[src/core_regs_pkg.sv]
// package: core register addresses, field positions, reset values and carriers
package core_regs_pkg;

	// ------------------------------------------------------------
	// special-function addresses
	// ------------------------------------------------------------
	localparam logic [7:0] ADDR_STACK_POINTER      = 8'h81;
	localparam logic [7:0] ADDR_DATA_POINTER_LOW   = 8'h82;
	localparam logic [7:0] ADDR_DATA_POINTER_HIGH  = 8'h83;
	localparam logic [7:0] ADDR_PROGRAM_STATUS     = 8'hD0;
	localparam logic [7:0] ADDR_MAIN_OPERAND       = 8'hE0;
	localparam logic [7:0] ADDR_SECOND_OPERAND     = 8'hF0;
	localparam logic [7:0] ADDR_MISC_CONTROL       = 8'hF8;

	// ------------------------------------------------------------
	// reset values
	// ------------------------------------------------------------
	localparam logic [7:0] RST_STACK_POINTER       = 8'h07;
	localparam logic [7:0] RST_ZERO                = 8'h00;

	// ------------------------------------------------------------
	// status word and control fields
	// ------------------------------------------------------------
	localparam int CARRY_FLAG_BIT      = 7;
	localparam int HALF_CARRY_FLAG_BIT = 6;
	localparam int USER_FLAG_ZERO_BIT  = 5;
	localparam int BANK_SELECT_HIGH_BIT = 4;
	localparam int BANK_SELECT_LOW_BIT = 3;
	localparam int ARITH_RANGE_FLAG_BIT = 2;
	localparam int USER_FLAG_ONE_BIT   = 1;
	localparam int PARITY_BIT          = 0;
	localparam int POINTER_SELECT_BIT  = 0;

	// ------------------------------------------------------------
	// operations presented by the sequencer
	// ------------------------------------------------------------
	typedef enum logic [4:0] {
		OP_NONE     = 5'h00,
		OP_ADD      = 5'h01,
		OP_ADDC     = 5'h02,
		OP_SUBB     = 5'h03,
		OP_MUL      = 5'h04,
		OP_DIV      = 5'h05,
		OP_DECADJ   = 5'h06,
		OP_ROT_R_C  = 5'h07,
		OP_ROT_L_C  = 5'h08,
		OP_SET_C    = 5'h09,
		OP_CLR_C    = 5'h0A,
		OP_CPL_C    = 5'h0B,
		OP_AND_C    = 5'h0C,
		OP_AND_NC   = 5'h0D,
		OP_OR_C     = 5'h0E,
		OP_OR_NC    = 5'h0F,
		OP_MOV_C    = 5'h10,
		OP_CMP_JMP  = 5'h11,
		OP_CALL     = 5'h12,
		OP_RETURN   = 5'h13,
		OP_PUSH     = 5'h14,
		OP_POP      = 5'h15
	} alu_op_t;

	// one operation request
	typedef struct packed {
		alu_op_t    op;
		logic [7:0] operand;
		logic       bit_in;
		logic [15:0] pc;
	} op_req_t;

	// special-function access
	typedef struct packed {
		logic       wr;
		logic [7:0] addr;
		logic [7:0] wdata;
	} sfr_req_t;

	// stack memory request
	typedef struct packed {
		logic       wr;
		logic       rd;
		logic [7:0] addr;
		logic [7:0] wdata;
	} stack_req_t;

	// all architectural state
	typedef struct packed {
		logic [7:0]  main_operand;
		logic [7:0]  second_operand;
		logic [7:0]  stack_pointer;
		logic [15:0] data_pointer0;
		logic [15:0] data_pointer1;
		logic [7:0]  program_status_word;
		logic [7:0]  misc_control;
		logic [7:0]  sfr_rdata;
		logic [15:0] pc_ret;
		logic        pc_ret_valid;
		logic [1:0]  stack_phase;
		stack_req_t  stack;
	} core_state_t;

endpackage : core_regs_pkg

[src/cpu_core_status_registers.sv]
// module: core register set with flag and stack side effects
`timescale 1ns/1ps
module cpu_core_status_registers (
	// clock and reset
	input  wire logic                       clk_in,
	input  wire logic                       sys_rst_in,
	// special-function access
	input  wire core_regs_pkg::sfr_req_t    sfr_in,
	output logic [7:0]                      sfr_rdata_out,
	output logic                            sfr_hit_out,
	// operation request
	input  wire logic                       op_valid_in,
	input  wire core_regs_pkg::op_req_t     op_in,
	output logic                            op_ready_out,
	// stack memory
	output core_regs_pkg::stack_req_t       stack_out,
	input  wire logic [7:0]                 stack_rdata_in,
	// pointer and status
	output logic [15:0]                     data_pointer_out,
	output logic [7:0]                      bank_base_out,
	output logic [7:0]                      program_status_out,
	output logic [7:0]                      main_operand_out,
	output logic [15:0]                     pc_ret_out,
	output logic                            pc_ret_valid_out
);

	// ------------------------------------------------------------
	// state
	// ------------------------------------------------------------
	core_regs_pkg::core_state_t s_r;
	core_regs_pkg::core_state_t s_nxt;

	logic [15:0] product;
	logic [7:0]  quotient;
	logic [7:0]  remainder;
	logic        div_zero;
	logic        parity_odd;
	logic        sel;
	logic [8:0]  sum9;
	logic [4:0]  sum5;
	logic [7:0]  acc_next;
	logic        cin;

	muldiv8 u_muldiv (
		.dividend_in  (s_r.main_operand),
		.divisor_in   (s_r.second_operand),
		.product_out  (product),
		.quotient_out (quotient),
		.remainder_out(remainder),
		.div_zero_out (div_zero)
	);

	parity8 u_parity (
		.data_in (s_nxt.main_operand),
		.odd_out (parity_odd)
	);

	assign sel = s_r.misc_control[core_regs_pkg::POINTER_SELECT_BIT];

	// ------------------------------------------------------------
	// next state
	// ------------------------------------------------------------
	always_comb begin
		s_nxt = s_r;
		s_nxt.stack.wr = 1'b0;
		s_nxt.stack.rd = 1'b0;
		s_nxt.pc_ret_valid = 1'b0;
		cin = s_r.program_status_word[core_regs_pkg::CARRY_FLAG_BIT];
		sum9 = 9'h000;
		sum5 = 5'h00;
		acc_next = s_r.main_operand;

		if (sfr_in.wr) begin
			case (sfr_in.addr)
				core_regs_pkg::ADDR_STACK_POINTER:     s_nxt.stack_pointer = sfr_in.wdata;
				core_regs_pkg::ADDR_DATA_POINTER_LOW: begin
					if (sel) s_nxt.data_pointer1[7:0] = sfr_in.wdata;
					else s_nxt.data_pointer0[7:0] = sfr_in.wdata;
				end
				core_regs_pkg::ADDR_DATA_POINTER_HIGH: begin
					if (sel) s_nxt.data_pointer1[15:8] = sfr_in.wdata;
					else s_nxt.data_pointer0[15:8] = sfr_in.wdata;
				end
				core_regs_pkg::ADDR_PROGRAM_STATUS:    s_nxt.program_status_word = sfr_in.wdata;
				core_regs_pkg::ADDR_MAIN_OPERAND:      s_nxt.main_operand = sfr_in.wdata;
				core_regs_pkg::ADDR_SECOND_OPERAND:    s_nxt.second_operand = sfr_in.wdata;
				core_regs_pkg::ADDR_MISC_CONTROL:      s_nxt.misc_control = sfr_in.wdata;
				default: ;
			endcase
		end

		// stack sequences: two bytes for pc, one for push/pop
		if (s_r.stack_phase != 2'd0) begin
			case (s_r.stack_phase)
				2'd1: begin
					s_nxt.stack_pointer = 8'(s_r.stack_pointer + 8'h01);
					s_nxt.stack.wr = 1'b1;
					s_nxt.stack.addr = 8'(s_r.stack_pointer + 8'h01);
					s_nxt.stack.wdata = s_r.pc_ret[15:8];
					s_nxt.stack_phase = 2'd0;
				end
				2'd2: begin
					s_nxt.pc_ret[15:8] = stack_rdata_in;
					s_nxt.stack.rd = 1'b1;
					s_nxt.stack.addr = s_r.stack_pointer;
					s_nxt.stack_pointer = 8'(s_r.stack_pointer - 8'h01);
					s_nxt.stack_phase = 2'd3;
				end
				2'd3: begin
					s_nxt.pc_ret[7:0] = stack_rdata_in;
					s_nxt.pc_ret_valid = 1'b1;
					s_nxt.stack_phase = 2'd0;
				end
				default: s_nxt.stack_phase = 2'd0;
			endcase
		end else if (op_valid_in) begin
			case (op_in.op)
				core_regs_pkg::OP_ADD, core_regs_pkg::OP_ADDC: begin
					if (op_in.op == core_regs_pkg::OP_ADD) cin = 1'b0;
					sum9 = 9'({1'b0, s_r.main_operand} + {1'b0, op_in.operand} + {8'h00, cin});
					sum5 = 5'({1'b0, s_r.main_operand[3:0]} + {1'b0, op_in.operand[3:0]} + {4'h0, cin});
					acc_next = sum9[7:0];
					s_nxt.program_status_word[core_regs_pkg::CARRY_FLAG_BIT] = sum9[8];
					s_nxt.program_status_word[core_regs_pkg::HALF_CARRY_FLAG_BIT] = sum5[4];
					s_nxt.program_status_word[core_regs_pkg::ARITH_RANGE_FLAG_BIT] =
						(s_r.main_operand[7] == op_in.operand[7]) && (acc_next[7] != s_r.main_operand[7]);
					s_nxt.main_operand = acc_next;
				end
				core_regs_pkg::OP_SUBB: begin
					sum9 = 9'({1'b0, s_r.main_operand} - {1'b0, op_in.operand} - {8'h00, cin});
					sum5 = 5'({1'b0, s_r.main_operand[3:0]} - {1'b0, op_in.operand[3:0]} - {4'h0, cin});
					acc_next = sum9[7:0];
					s_nxt.program_status_word[core_regs_pkg::CARRY_FLAG_BIT] = sum9[8];
					s_nxt.program_status_word[core_regs_pkg::HALF_CARRY_FLAG_BIT] = sum5[4];
					s_nxt.program_status_word[core_regs_pkg::ARITH_RANGE_FLAG_BIT] =
						(s_r.main_operand[7] != op_in.operand[7]) && (acc_next[7] != s_r.main_operand[7]);
					s_nxt.main_operand = acc_next;
				end
				core_regs_pkg::OP_MUL: begin
					s_nxt.main_operand = product[7:0];
					s_nxt.second_operand = product[15:8];
					s_nxt.program_status_word[core_regs_pkg::CARRY_FLAG_BIT] = 1'b0;
					s_nxt.program_status_word[core_regs_pkg::ARITH_RANGE_FLAG_BIT] = (product[15:8] != 8'h00);
				end
				core_regs_pkg::OP_DIV: begin
					s_nxt.main_operand = quotient;
					s_nxt.second_operand = remainder;
					s_nxt.program_status_word[core_regs_pkg::CARRY_FLAG_BIT] = 1'b0;
					s_nxt.program_status_word[core_regs_pkg::ARITH_RANGE_FLAG_BIT] = div_zero;
				end
				core_regs_pkg::OP_DECADJ: begin
					sum9 = {1'b0, s_r.main_operand};
					if ((sum9[3:0] > 4'h9) || s_r.program_status_word[core_regs_pkg::HALF_CARRY_FLAG_BIT])
						sum9 = 9'(sum9 + 9'h006);
					if ((sum9[7:4] > 4'h9) || sum9[8] || cin)
						sum9 = 9'(sum9 + 9'h060);
					s_nxt.main_operand = sum9[7:0];
					s_nxt.program_status_word[core_regs_pkg::CARRY_FLAG_BIT] = sum9[8] | cin;
				end
				core_regs_pkg::OP_ROT_R_C: begin
					s_nxt.main_operand = {cin, s_r.main_operand[7:1]};
					s_nxt.program_status_word[core_regs_pkg::CARRY_FLAG_BIT] = s_r.main_operand[0];
				end
				core_regs_pkg::OP_ROT_L_C: begin
					s_nxt.main_operand = {s_r.main_operand[6:0], cin};
					s_nxt.program_status_word[core_regs_pkg::CARRY_FLAG_BIT] = s_r.main_operand[7];
				end
				core_regs_pkg::OP_SET_C: s_nxt.program_status_word[core_regs_pkg::CARRY_FLAG_BIT] = 1'b1;
				core_regs_pkg::OP_CLR_C: s_nxt.program_status_word[core_regs_pkg::CARRY_FLAG_BIT] = 1'b0;
				core_regs_pkg::OP_CPL_C:  s_nxt.program_status_word[core_regs_pkg::CARRY_FLAG_BIT] = ~cin;
				core_regs_pkg::OP_AND_C:  s_nxt.program_status_word[core_regs_pkg::CARRY_FLAG_BIT] = cin & op_in.bit_in;
				core_regs_pkg::OP_AND_NC: s_nxt.program_status_word[core_regs_pkg::CARRY_FLAG_BIT] = cin & ~op_in.bit_in;
				core_regs_pkg::OP_OR_C:   s_nxt.program_status_word[core_regs_pkg::CARRY_FLAG_BIT] = cin | op_in.bit_in;
				core_regs_pkg::OP_OR_NC:  s_nxt.program_status_word[core_regs_pkg::CARRY_FLAG_BIT] = cin | ~op_in.bit_in;
				core_regs_pkg::OP_MOV_C:  s_nxt.program_status_word[core_regs_pkg::CARRY_FLAG_BIT] = op_in.bit_in;
				// compare sets carry when main operand is lower
				core_regs_pkg::OP_CMP_JMP:
					s_nxt.program_status_word[core_regs_pkg::CARRY_FLAG_BIT] = (s_r.main_operand < op_in.operand);
				// call: low byte first, high byte next cycle
				core_regs_pkg::OP_CALL: begin
					s_nxt.stack_pointer = 8'(s_r.stack_pointer + 8'h01);
					s_nxt.stack.wr = 1'b1;
					s_nxt.stack.addr = 8'(s_r.stack_pointer + 8'h01);
					s_nxt.stack.wdata = op_in.pc[7:0];
					s_nxt.pc_ret = op_in.pc;
					s_nxt.stack_phase = 2'd1;
				end
				// return: read high byte at top
				core_regs_pkg::OP_RETURN: begin
					s_nxt.stack.rd = 1'b1;
					s_nxt.stack.addr = s_r.stack_pointer;
					s_nxt.stack_pointer = 8'(s_r.stack_pointer - 8'h01);
					s_nxt.stack_phase = 2'd2;
				end
				core_regs_pkg::OP_PUSH: begin
					s_nxt.stack_pointer = 8'(s_r.stack_pointer + 8'h01);
					s_nxt.stack.wr = 1'b1;
					s_nxt.stack.addr = 8'(s_r.stack_pointer + 8'h01);
					s_nxt.stack.wdata = op_in.operand;
				end
				// pop reads then decrements; byte arrives next cycle on stack_rdata_in
				core_regs_pkg::OP_POP: begin
					s_nxt.stack.rd = 1'b1;
					s_nxt.stack.addr = s_r.stack_pointer;
					s_nxt.stack_pointer = 8'(s_r.stack_pointer - 8'h01);
				end
				default: ;
			endcase
		end

		// parity recomputed every cycle, overrides writes
		s_nxt.program_status_word[core_regs_pkg::PARITY_BIT] = parity_odd;

		// read data of the current address
		case (sfr_in.addr)
			core_regs_pkg::ADDR_STACK_POINTER:     s_nxt.sfr_rdata = s_r.stack_pointer;
			core_regs_pkg::ADDR_DATA_POINTER_LOW:  s_nxt.sfr_rdata = sel ? s_r.data_pointer1[7:0] : s_r.data_pointer0[7:0];
			core_regs_pkg::ADDR_DATA_POINTER_HIGH: s_nxt.sfr_rdata = sel ? s_r.data_pointer1[15:8] : s_r.data_pointer0[15:8];
			core_regs_pkg::ADDR_PROGRAM_STATUS:    s_nxt.sfr_rdata = s_r.program_status_word;
			core_regs_pkg::ADDR_MAIN_OPERAND:      s_nxt.sfr_rdata = s_r.main_operand;
			core_regs_pkg::ADDR_SECOND_OPERAND:    s_nxt.sfr_rdata = s_r.second_operand;
			core_regs_pkg::ADDR_MISC_CONTROL:      s_nxt.sfr_rdata = s_r.misc_control;
			default:                               s_nxt.sfr_rdata = core_regs_pkg::RST_ZERO;
		endcase
	end

	// ------------------------------------------------------------
	// registers
	// ------------------------------------------------------------
	always_ff @(posedge clk_in) begin
		if (sys_rst_in) begin
			s_r <= '0;
			s_r.stack_pointer <= core_regs_pkg::RST_STACK_POINTER;
		end else begin
			s_r <= s_nxt;
		end
	end

	// ------------------------------------------------------------
	// outputs
	// ------------------------------------------------------------
	assign sfr_rdata_out      = s_r.sfr_rdata;
	assign sfr_hit_out        = (sfr_in.addr == core_regs_pkg::ADDR_STACK_POINTER) ||
	                            (sfr_in.addr == core_regs_pkg::ADDR_DATA_POINTER_LOW) ||
	                            (sfr_in.addr == core_regs_pkg::ADDR_DATA_POINTER_HIGH) ||
	                            (sfr_in.addr == core_regs_pkg::ADDR_PROGRAM_STATUS) ||
	                            (sfr_in.addr == core_regs_pkg::ADDR_MAIN_OPERAND) ||
	                            (sfr_in.addr == core_regs_pkg::ADDR_SECOND_OPERAND) ||
	                            (sfr_in.addr == core_regs_pkg::ADDR_MISC_CONTROL);
	// sequences of two stack bytes stall new operations
	assign op_ready_out       = (s_r.stack_phase == 2'd0);
	assign stack_out          = s_r.stack;
	assign data_pointer_out   = sel ? s_r.data_pointer1 : s_r.data_pointer0;
	assign bank_base_out      = {3'b000, s_r.program_status_word[core_regs_pkg::BANK_SELECT_HIGH_BIT:
	                                     core_regs_pkg::BANK_SELECT_LOW_BIT], 3'b000};
	assign program_status_out = s_r.program_status_word;
	assign main_operand_out   = s_r.main_operand;
	assign pc_ret_out         = s_r.pc_ret;
	assign pc_ret_valid_out   = s_r.pc_ret_valid;

	// ------------------------------------------------------------
	// checks
	// ------------------------------------------------------------
	property p_parity;
		@(posedge clk_in) disable iff (sys_rst_in)
		program_status_out[0] == ^main_operand_out;
	endproperty
	a_parity: assert property (p_parity) else $error("parity bit wrong");

	property p_set_carry;
		@(posedge clk_in) disable iff (sys_rst_in)
		(op_valid_in && op_ready_out && op_in.op == core_regs_pkg::OP_SET_C) |=> program_status_out[7];
	endproperty
	a_set_carry: assert property (p_set_carry) else $error("carry not set");

	property p_clr_carry;
		@(posedge clk_in) disable iff (sys_rst_in)
		(op_valid_in && op_ready_out && !sfr_in.wr && (op_in.op == core_regs_pkg::OP_CLR_C ||
		 op_in.op == core_regs_pkg::OP_MUL || op_in.op == core_regs_pkg::OP_DIV)) |=> !program_status_out[7];
	endproperty
	a_clr_carry: assert property (p_clr_carry) else $error("carry not cleared");

	property p_div;
		@(posedge clk_in) disable iff (sys_rst_in)
		(op_valid_in && op_ready_out && !sfr_in.wr && op_in.op == core_regs_pkg::OP_DIV &&
		 s_r.second_operand != 8'h00) |=> main_operand_out == 8'($past(s_r.main_operand) / $past(s_r.second_operand));
	endproperty
	a_div: assert property (p_div) else $error("quotient wrong");

	property p_mul_high;
		@(posedge clk_in) disable iff (sys_rst_in)
		(op_valid_in && op_ready_out && !sfr_in.wr && op_in.op == core_regs_pkg::OP_MUL) |=>
		({s_r.second_operand, main_operand_out} == 16'($past(s_r.main_operand) * $past(s_r.second_operand)));
	endproperty
	a_mul_high: assert property (p_mul_high) else $error("product wrong");

	property p_push;
		@(posedge clk_in) disable iff (sys_rst_in)
		(op_valid_in && op_ready_out && !sfr_in.wr && op_in.op == core_regs_pkg::OP_PUSH) |=>
		(stack_out.wr && stack_out.addr == s_r.stack_pointer && s_r.stack_pointer == 8'($past(s_r.stack_pointer) + 8'h01));
	endproperty
	a_push: assert property (p_push) else $error("push wrong");

	property p_call;
		@(posedge clk_in) disable iff (sys_rst_in)
		(op_valid_in && op_ready_out && !sfr_in.wr && op_in.op == core_regs_pkg::OP_CALL) |=>
		stack_out.wr ##1 (stack_out.wr && stack_out.wdata == $past(op_in.pc[15:8], 2) && op_ready_out);
	endproperty
	a_call: assert property (p_call) else $error("call sequence wrong");

	property p_ret;
		@(posedge clk_in) disable iff (sys_rst_in)
		(op_valid_in && op_ready_out && op_in.op == core_regs_pkg::OP_RETURN) |=> ##2 pc_ret_valid_out;
	endproperty
	a_ret: assert property (p_ret) else $error("return not finished");

	property p_pointer_sel;
		@(posedge clk_in) disable iff (sys_rst_in)
		data_pointer_out == (s_r.misc_control[0] ? s_r.data_pointer1 : s_r.data_pointer0);
	endproperty
	a_pointer_sel: assert property (p_pointer_sel) else $error("pointer select wrong");

	property p_bank;
		@(posedge clk_in) disable iff (sys_rst_in)
		bank_base_out == 8'(program_status_out[4:3] * 8);
	endproperty
	a_bank: assert property (p_bank) else $error("bank base wrong");

endmodule : cpu_core_status_registers

[src/parity8.sv]
// module: parity of one byte, odd count gives one
`timescale 1ns/1ps
module parity8 (
	// data
	input  wire logic [7:0] data_in,
	// result
	output logic            odd_out
);
	assign odd_out = ^data_in;
endmodule : parity8

[src/muldiv8.sv]
// module: eight-bit multiply and divide, combinational
`timescale 1ns/1ps
module muldiv8 (
	// operands
	input  wire logic [7:0] dividend_in,
	input  wire logic [7:0] divisor_in,
	// results
	output logic [15:0]     product_out,
	output logic [7:0]      quotient_out,
	output logic [7:0]      remainder_out,
	output logic            div_zero_out
);
	// divide by zero leaves operands unchanged, as on the classic core
	assign div_zero_out  = (divisor_in == 8'h00);
	assign product_out   = 16'(dividend_in * divisor_in);
	assign quotient_out  = div_zero_out ? dividend_in : 8'(dividend_in / divisor_in);
	assign remainder_out = div_zero_out ? divisor_in : 8'(dividend_in % divisor_in);
endmodule : muldiv8

[config.mk]
export PLATFORM = sky130hd
export DESIGN_NAME = cpu_core_status_registers
export DESIGN_NICKNAME = d
export VERILOG_FILES = /design/src/core_regs_pkg.sv /design/src/cpu_core_status_registers.sv /design/src/parity8.sv /design/src/muldiv8.sv
export SDC_FILE = /design/constraint.sdc
export NUM_CORES = 1
export LEC_CHECK = 0
export ABC_AREA = 1
export ABC_CLOCK_PERIOD_IN_PS = 8900
export BUFFER_PORTS_ARGS = -buffer_cell sky130_fd_sc_hd__buf_2
export CORE_ASPECT_RATIO = 1.4
export CORE_MARGIN = 3
export CORE_UTILIZATION = 55
export DETAILED_ROUTE_END_ITERATION = 12
export GPL_TIMING_DRIVEN = 0
export PLACE_DENSITY = 0.79
export SYNTH_ARGS = -nofsm -noshare
export SYNTH_HDL_FRONTEND = slang
export SYNTH_SLANG_ARGS = --single-unit
[constraint.sdc]
create_clock -name clk_in -period 8.9 [get_ports clk_in]
set_input_delay 1.78 -clock clk_in [delete_from_list [all_inputs] [get_ports clk_in]]
set_output_delay 1.78 -clock clk_in [all_outputs]
set_load 0.1 [all_outputs]
; Word-level counts from Yosys, hierarchy flattened
; Cells that the tools add are included.
; Widths: inputs -> output; s select.
[totals]
ff_bits = 117
latch_bits = 0
ramBits = 0
romBits = 0
in_bits = 58
n_memories = 0
[classes]
n_addsub = 12
mul = 1
n_div = 2
order_cmp = 3
n_eq_ne = 40
shifts = 0
mux = 63
bitwise = 9
n_reduce_logical = 37
[ops]
columns = cell, n
row1 = $mux 8, 20
row2 = $pmux 8 s7, 2
row3 = $pmux 8 s2, 6
row4 = $mux 9, 9
row5 = $mux 16, 5
row6 = $mux 72, 1
row7 = $eq 8x8->1 const B, 7
row8 = $eq 5x4->1 const B, 8
row9 = $mux 20, 2
row10 = $eq 5x5->1 const B, 6
row11 = $mux 24, 1
row12 = $reduce_and 3->1, 8
row13 = $eq 5x3->1 const B, 4
row14 = $mul 8x8->16, 1
row15 = $pmux 1 s14, 1
row16 = $eq 5x2->1 const B, 2
row17 = $mux 1, 10
row18 = $add 8x3->9 const B, 1
row19 = $add 8x8->9, 1
row20 = $add 9x1->9, 1
row21 = $add 9x7->9 const B, 1
row22 = $logic_or 1x1->1, 9
row23 = $reduce_bool 3->1, 3
row24 = $sub 8x8->9, 1
row25 = other kinds (35), 57

; Logic depth before layout (Yosys ltp)
[logic_depth]
ltp_word = 17
mapped_depth = 75
ltp_nobuf = 74

; Hierarchy
; From an unflattened synthesis, not the netlist that was laid out.
[hier_totals]
hier_cells = 2023
area_unflattened_um2 = 13244.0
[modules_own_cells]
columns = module, instances, cells_per_inst, area_each_um2
row1 = cpu_core_status_registers, 1, 1331, 8732.1
row2 = muldiv8, 1, 645, 4335.4
row3 = parity8, 1, 47, 176.4

; Worst setup path before layout
; OpenSTA, ideal clock, no wires.
[synth_timing]
path_kind = register to register
start = register s_r[101] in the netlist's numbering
end = register s_r[106] in the netlist's numbering
t_arrival_ns = 9.352
slack_ns = -0.573
stages_incl_launch_ff = 63
period_less_slack_ns = 9.473
path_cell_list = dfxtp_1 -> inv_1 -> ha_1 -> o21ai_0 -> o21ai_0 -> nand2_1 -> ha_1 -> o21ai_0 -> nand2_1 -> nand2_1 -> o21ai_0 -> inv_1 -> ha_1 -> inv_1 -> o21bai_1 -> nand2_1 -> nand2_1 -> nand2_1 -> [... 27 more ...] -> nand2_1 -> or2_2 -> a21oi_1 -> o21ai_0 -> or2_2 -> nand3_1 -> nand2_1 -> ha_1 -> inv_1 -> nor4_1 -> nand2_1 -> nand3_1 -> clkbuf_1 -> o21ai_0 -> nand3_1 -> nand2_1 -> a21oi_1 -> nor2_1
[synth_via]
elab_chain_len = 5
[synth_rtl]
columns = element, line_no
row1 = start: declaration, cpu_core_status_registers.sv:30  ; core_regs_pkg::core_state_t s_r;
row2 = start signal: assignment, cpu_core_status_registers.sv:235  ; s_r <= s_nxt;
row3 = $mod 8x8->8, muldiv8.sv:17  ; assign remainder_out = div_zero_out ? divisor_in : 8'(dividend_in % divisor_in);
row4 = $mux 8, muldiv8.sv:17
row5 = $pmux 8 s2, cpu_core_status_registers.sv:117  ; case (op_in.op)
row6 = $mux 24, cpu_core_status_registers.sv:116  ; end else if (op_valid_in) begin
row7 = $mux 16, cpu_core_status_registers.sv:93  ; if (s_r.stack_phase != 2'd0) begin
; Several ways; a longest one is shown, not always the timed one. The select of a mux whose other input is x is not followed.
; A chain may end at the register's enable or synchronous reset.

; Worst setup path after layout
[layout_timing]
start = register s_r[105] in the netlist's numbering
end = register s_r[104] in the netlist's numbering
; Same word-level chain as after synthesis.

==> results_dict.tcl <==
set metrics [dict create \
    finalMaxSlewViolations 0 \
    violations "setup timing" \
    clkSlewWorstSetupHoldPaths_ps 60 \
    max_clock_freq_ghz 0.107 \
    path_max_fanout 10 \
    grt_pass1_vias 13900 \
    via_per_inst 5.93 \
    fin_nets 2393 \
    hold_viol_final 0 \
    io_pins 143 \
    hold_class "flop to flop" \
    cap_violations 0 \
    ant_nets 0 \
    ys_async_sr_fraction 0 \
    wl_met2_um 23500 \
    rsz0062_at_grt "yes" \
    ys_ff_latch 117 \
    die_h_um 185 \
    finClkSkew_ps 11.6 \
    syn_area_sq_um 12600 \
    routedLengthMet1_um 17100 \
    grt_pass1_wl_um 69800 \
    numCtsBuffers 17 \
    grt_max_degree 17 \
    syn_inst 1953 \
    port_buffers 131 \
    start_util 0.561 \
    initialDrtViolationCount 1277 \
    multi_input_area_sq_um 9340 \
    cts_root_buf "clkbuf_16" \
    fillers 1836 \
    final_cells 2490 \
    drtPass1Iterations 8 \
    slowest_stage "dfxtp_1" \
    synth_edf_count 0 \
    num_vias 14800 \
    antenna_cells 0 \
    clockBufferDepth 2 \
    grt_usage 0.350 \
    dieWidth_um 134 \
    drive_above_1_share 0.242 \
    drc_errors 0 \
    path_class "flop to flop" \
    wire_per_inst_um 19.2 \
    dp_hpwl_um 33100 \
    period_minus_slack_ps 9370 \
    worst_slew_pin_slew_ps 951 \
    cts_tree "built" \
    final_common_cell "nand2_1" \
    rows 65 \
    fin_crit_sh 1.05 \
    mostFrequentLayoutCells "nand2_1 (393), inv_1 (272), buf_2 (137), buf_4 (137), a21oi_1 (135)" \
    grt_overflow_total 0 \
    cp.required_ps 9250 \
    yosys.area.top_type_share 0.185 \
    critPathLaunchType "flop" \
    critPathMostFrequentCell "nand2_2" \
    setup_violations 10 \
    finalWorstSetupSlack_ps -471 \
    hold_buffers 0 \
    crit_arrival_ps 9720 \
    antenna_found_initial 1 \
    wl_met3_um 3550 \
    synth_area_leader_cell "dfxtp_1" \
    synth_cell_types 58 \
    relSlewSlack 0.361 \
    status "finished, violations left" \
    dpl.cell_count 2390 \
    h-tree-depth 4 \
    synth_ff_type "dfxtp_1" \
    yosys_warnings 0 \
    clock-sinks 117 \
    gp_congestion 0.967 \
    cp-end-kind "flop" \
    dieArea_sq_um 24800 \
    seq_area_frac_synth 0.185 \
    routed.top_layer "met5" \
    drt_wl_total_um 47900 \
    regArea_sq_um 2360 \
    core_sq_um 22500 \
    max_stage_delay_ps 310 \
    clkLatencyLatePin_ps 420 \
    synth_area_leaders "dfxtp_1 (19%), nand2_1 (13%), ha_1 (12%), inv_1 (8.7%), fa_1 (6.5%)" \
    syn_to_final_growth_pct 25.6 \
    syn_area_per_cell_sq_um 6.47 \
]
worst paths after layout:
path	from	endpoint	slack, ps	depth (start not counted)
max	s_r[105]	s_r[104]	-470	65
min	s_r[81]	s_r[81]	450	2
max reg2reg	s_r[105]	s_r[104]	-470	65
min reg2reg	s_r[81]	s_r[81]	450	2
kinds of logic (layout without fill, tap and decap cells):
family	Yosys count	in the layout	share of synthesized area
AOI/OAI and AO/OA	422	422	0.190
xor gates and xnor gates	34	34	0.0236
adders and majority gates	158	158	0.181
buffers and inverters	442	673	0.155
DFF	117	117	0.185
other	1	6	0.000297
and+or+nand+nor	779	779	0.265
state kept, by name, indices dropped and copies added, names as in the netlist:
name,count
program_status_out,8
sfr_rdata_out,8
pc_ret_out,16
pc_ret_valid_out,1
stack_out,18
s_r,58
main_operand_out,8
Yosys cell counts, drive strengths merged, types with 2 or more instances:
| cell | instances |
|---|---|
| buf | 85 |
| o211ai | 29 |
| nand2 | 442 |
| nor3 | 24 |
| xor2 | 25 |
| a2111oi | 3 |
| fa | 41 |
| ha | 117 |
| o21a | 4 |
| nand3 | 123 |
| clkbuf | 50 |
| a22oi | 2 |
| a221oi | 9 |
| or2 | 13 |
| xnor2 | 9 |
| clkinv | 5 |
| a31oi | 21 |
| nand3b | 3 |
| nor4 | 5 |
| inv | 302 |
| nand4 | 26 |
| and3 | 2 |
| o31ai | 4 |
| dfxtp | 117 |
| o21bai | 3 |
| a21oi | 147 |
| o22ai | 33 |
| o21ai | 156 |
| o221ai | 5 |
| and2 | 3 |
| nor2 | 137 |
metrics by stage:
| step | util | instance area [sq um] | hold slack (ps) | setup TNS [ps] | setup WS [ps] |
|---|---|---|---|---|---|
| 2_1_floorplan | - | 12700 | 424 | 0 | 1.28 |
| 3_3_place_gp | 0.608 | 13700 | 436 | -16760 | -1800 |
| 3_5_place_dp | 0.608 | 13700 | 441 | -18860 | -2000 |
| 4_1_cts | 0.669 | 15100 | 449 | -525 | -113 |
| 5_1_grt | 0.704 | 15900 | 464 | -6420 | -704 |
| 6_report | 0.704 | 15900 | 451 | -3690 | -471 |
critical path, delay by kind of cell (launching register included):
family	cells	cell delay [ps]
AO/OA/AOI/OAI	13	1830
XOR/XNOR	1	150
adder cells (fa/ha/maj)	7	1840
buffers and inverters	8	830
flip-flops	1	310
AND/OR/NAND/NOR	36	4260
per-layer routing:
metal  track usage  vias to the layer above
li1              -                     6792
met1         0.387                     6802
met2         0.643                      872
met3        0.0432                      290
met4         0.201                        2
met5             0                        -
timing repair:
item / in CTS / in global routing
setup endpoints to repair: 11 / 10
hold endpoints to repair: 0 / 0
pin swaps: 38 / 76
resized for setup: 117 / 138
buffers inserted: 51 / 21
area by class of cell:
cell class,count,share of cell area
well taps,301,0.0238
plain buffers,132,0.0515
clock inverters,9,0.00442
repair buffers,203,0.0762
clock buffers,22,0.0305
inverters,307,0.0755
multi-input cells,1399,0.589
flip-flops and latches,117,0.149
Power is left out: the tool's default activity adds up to more than one toggle a clock period on the data nets, which glitch-free logic cannot reach.
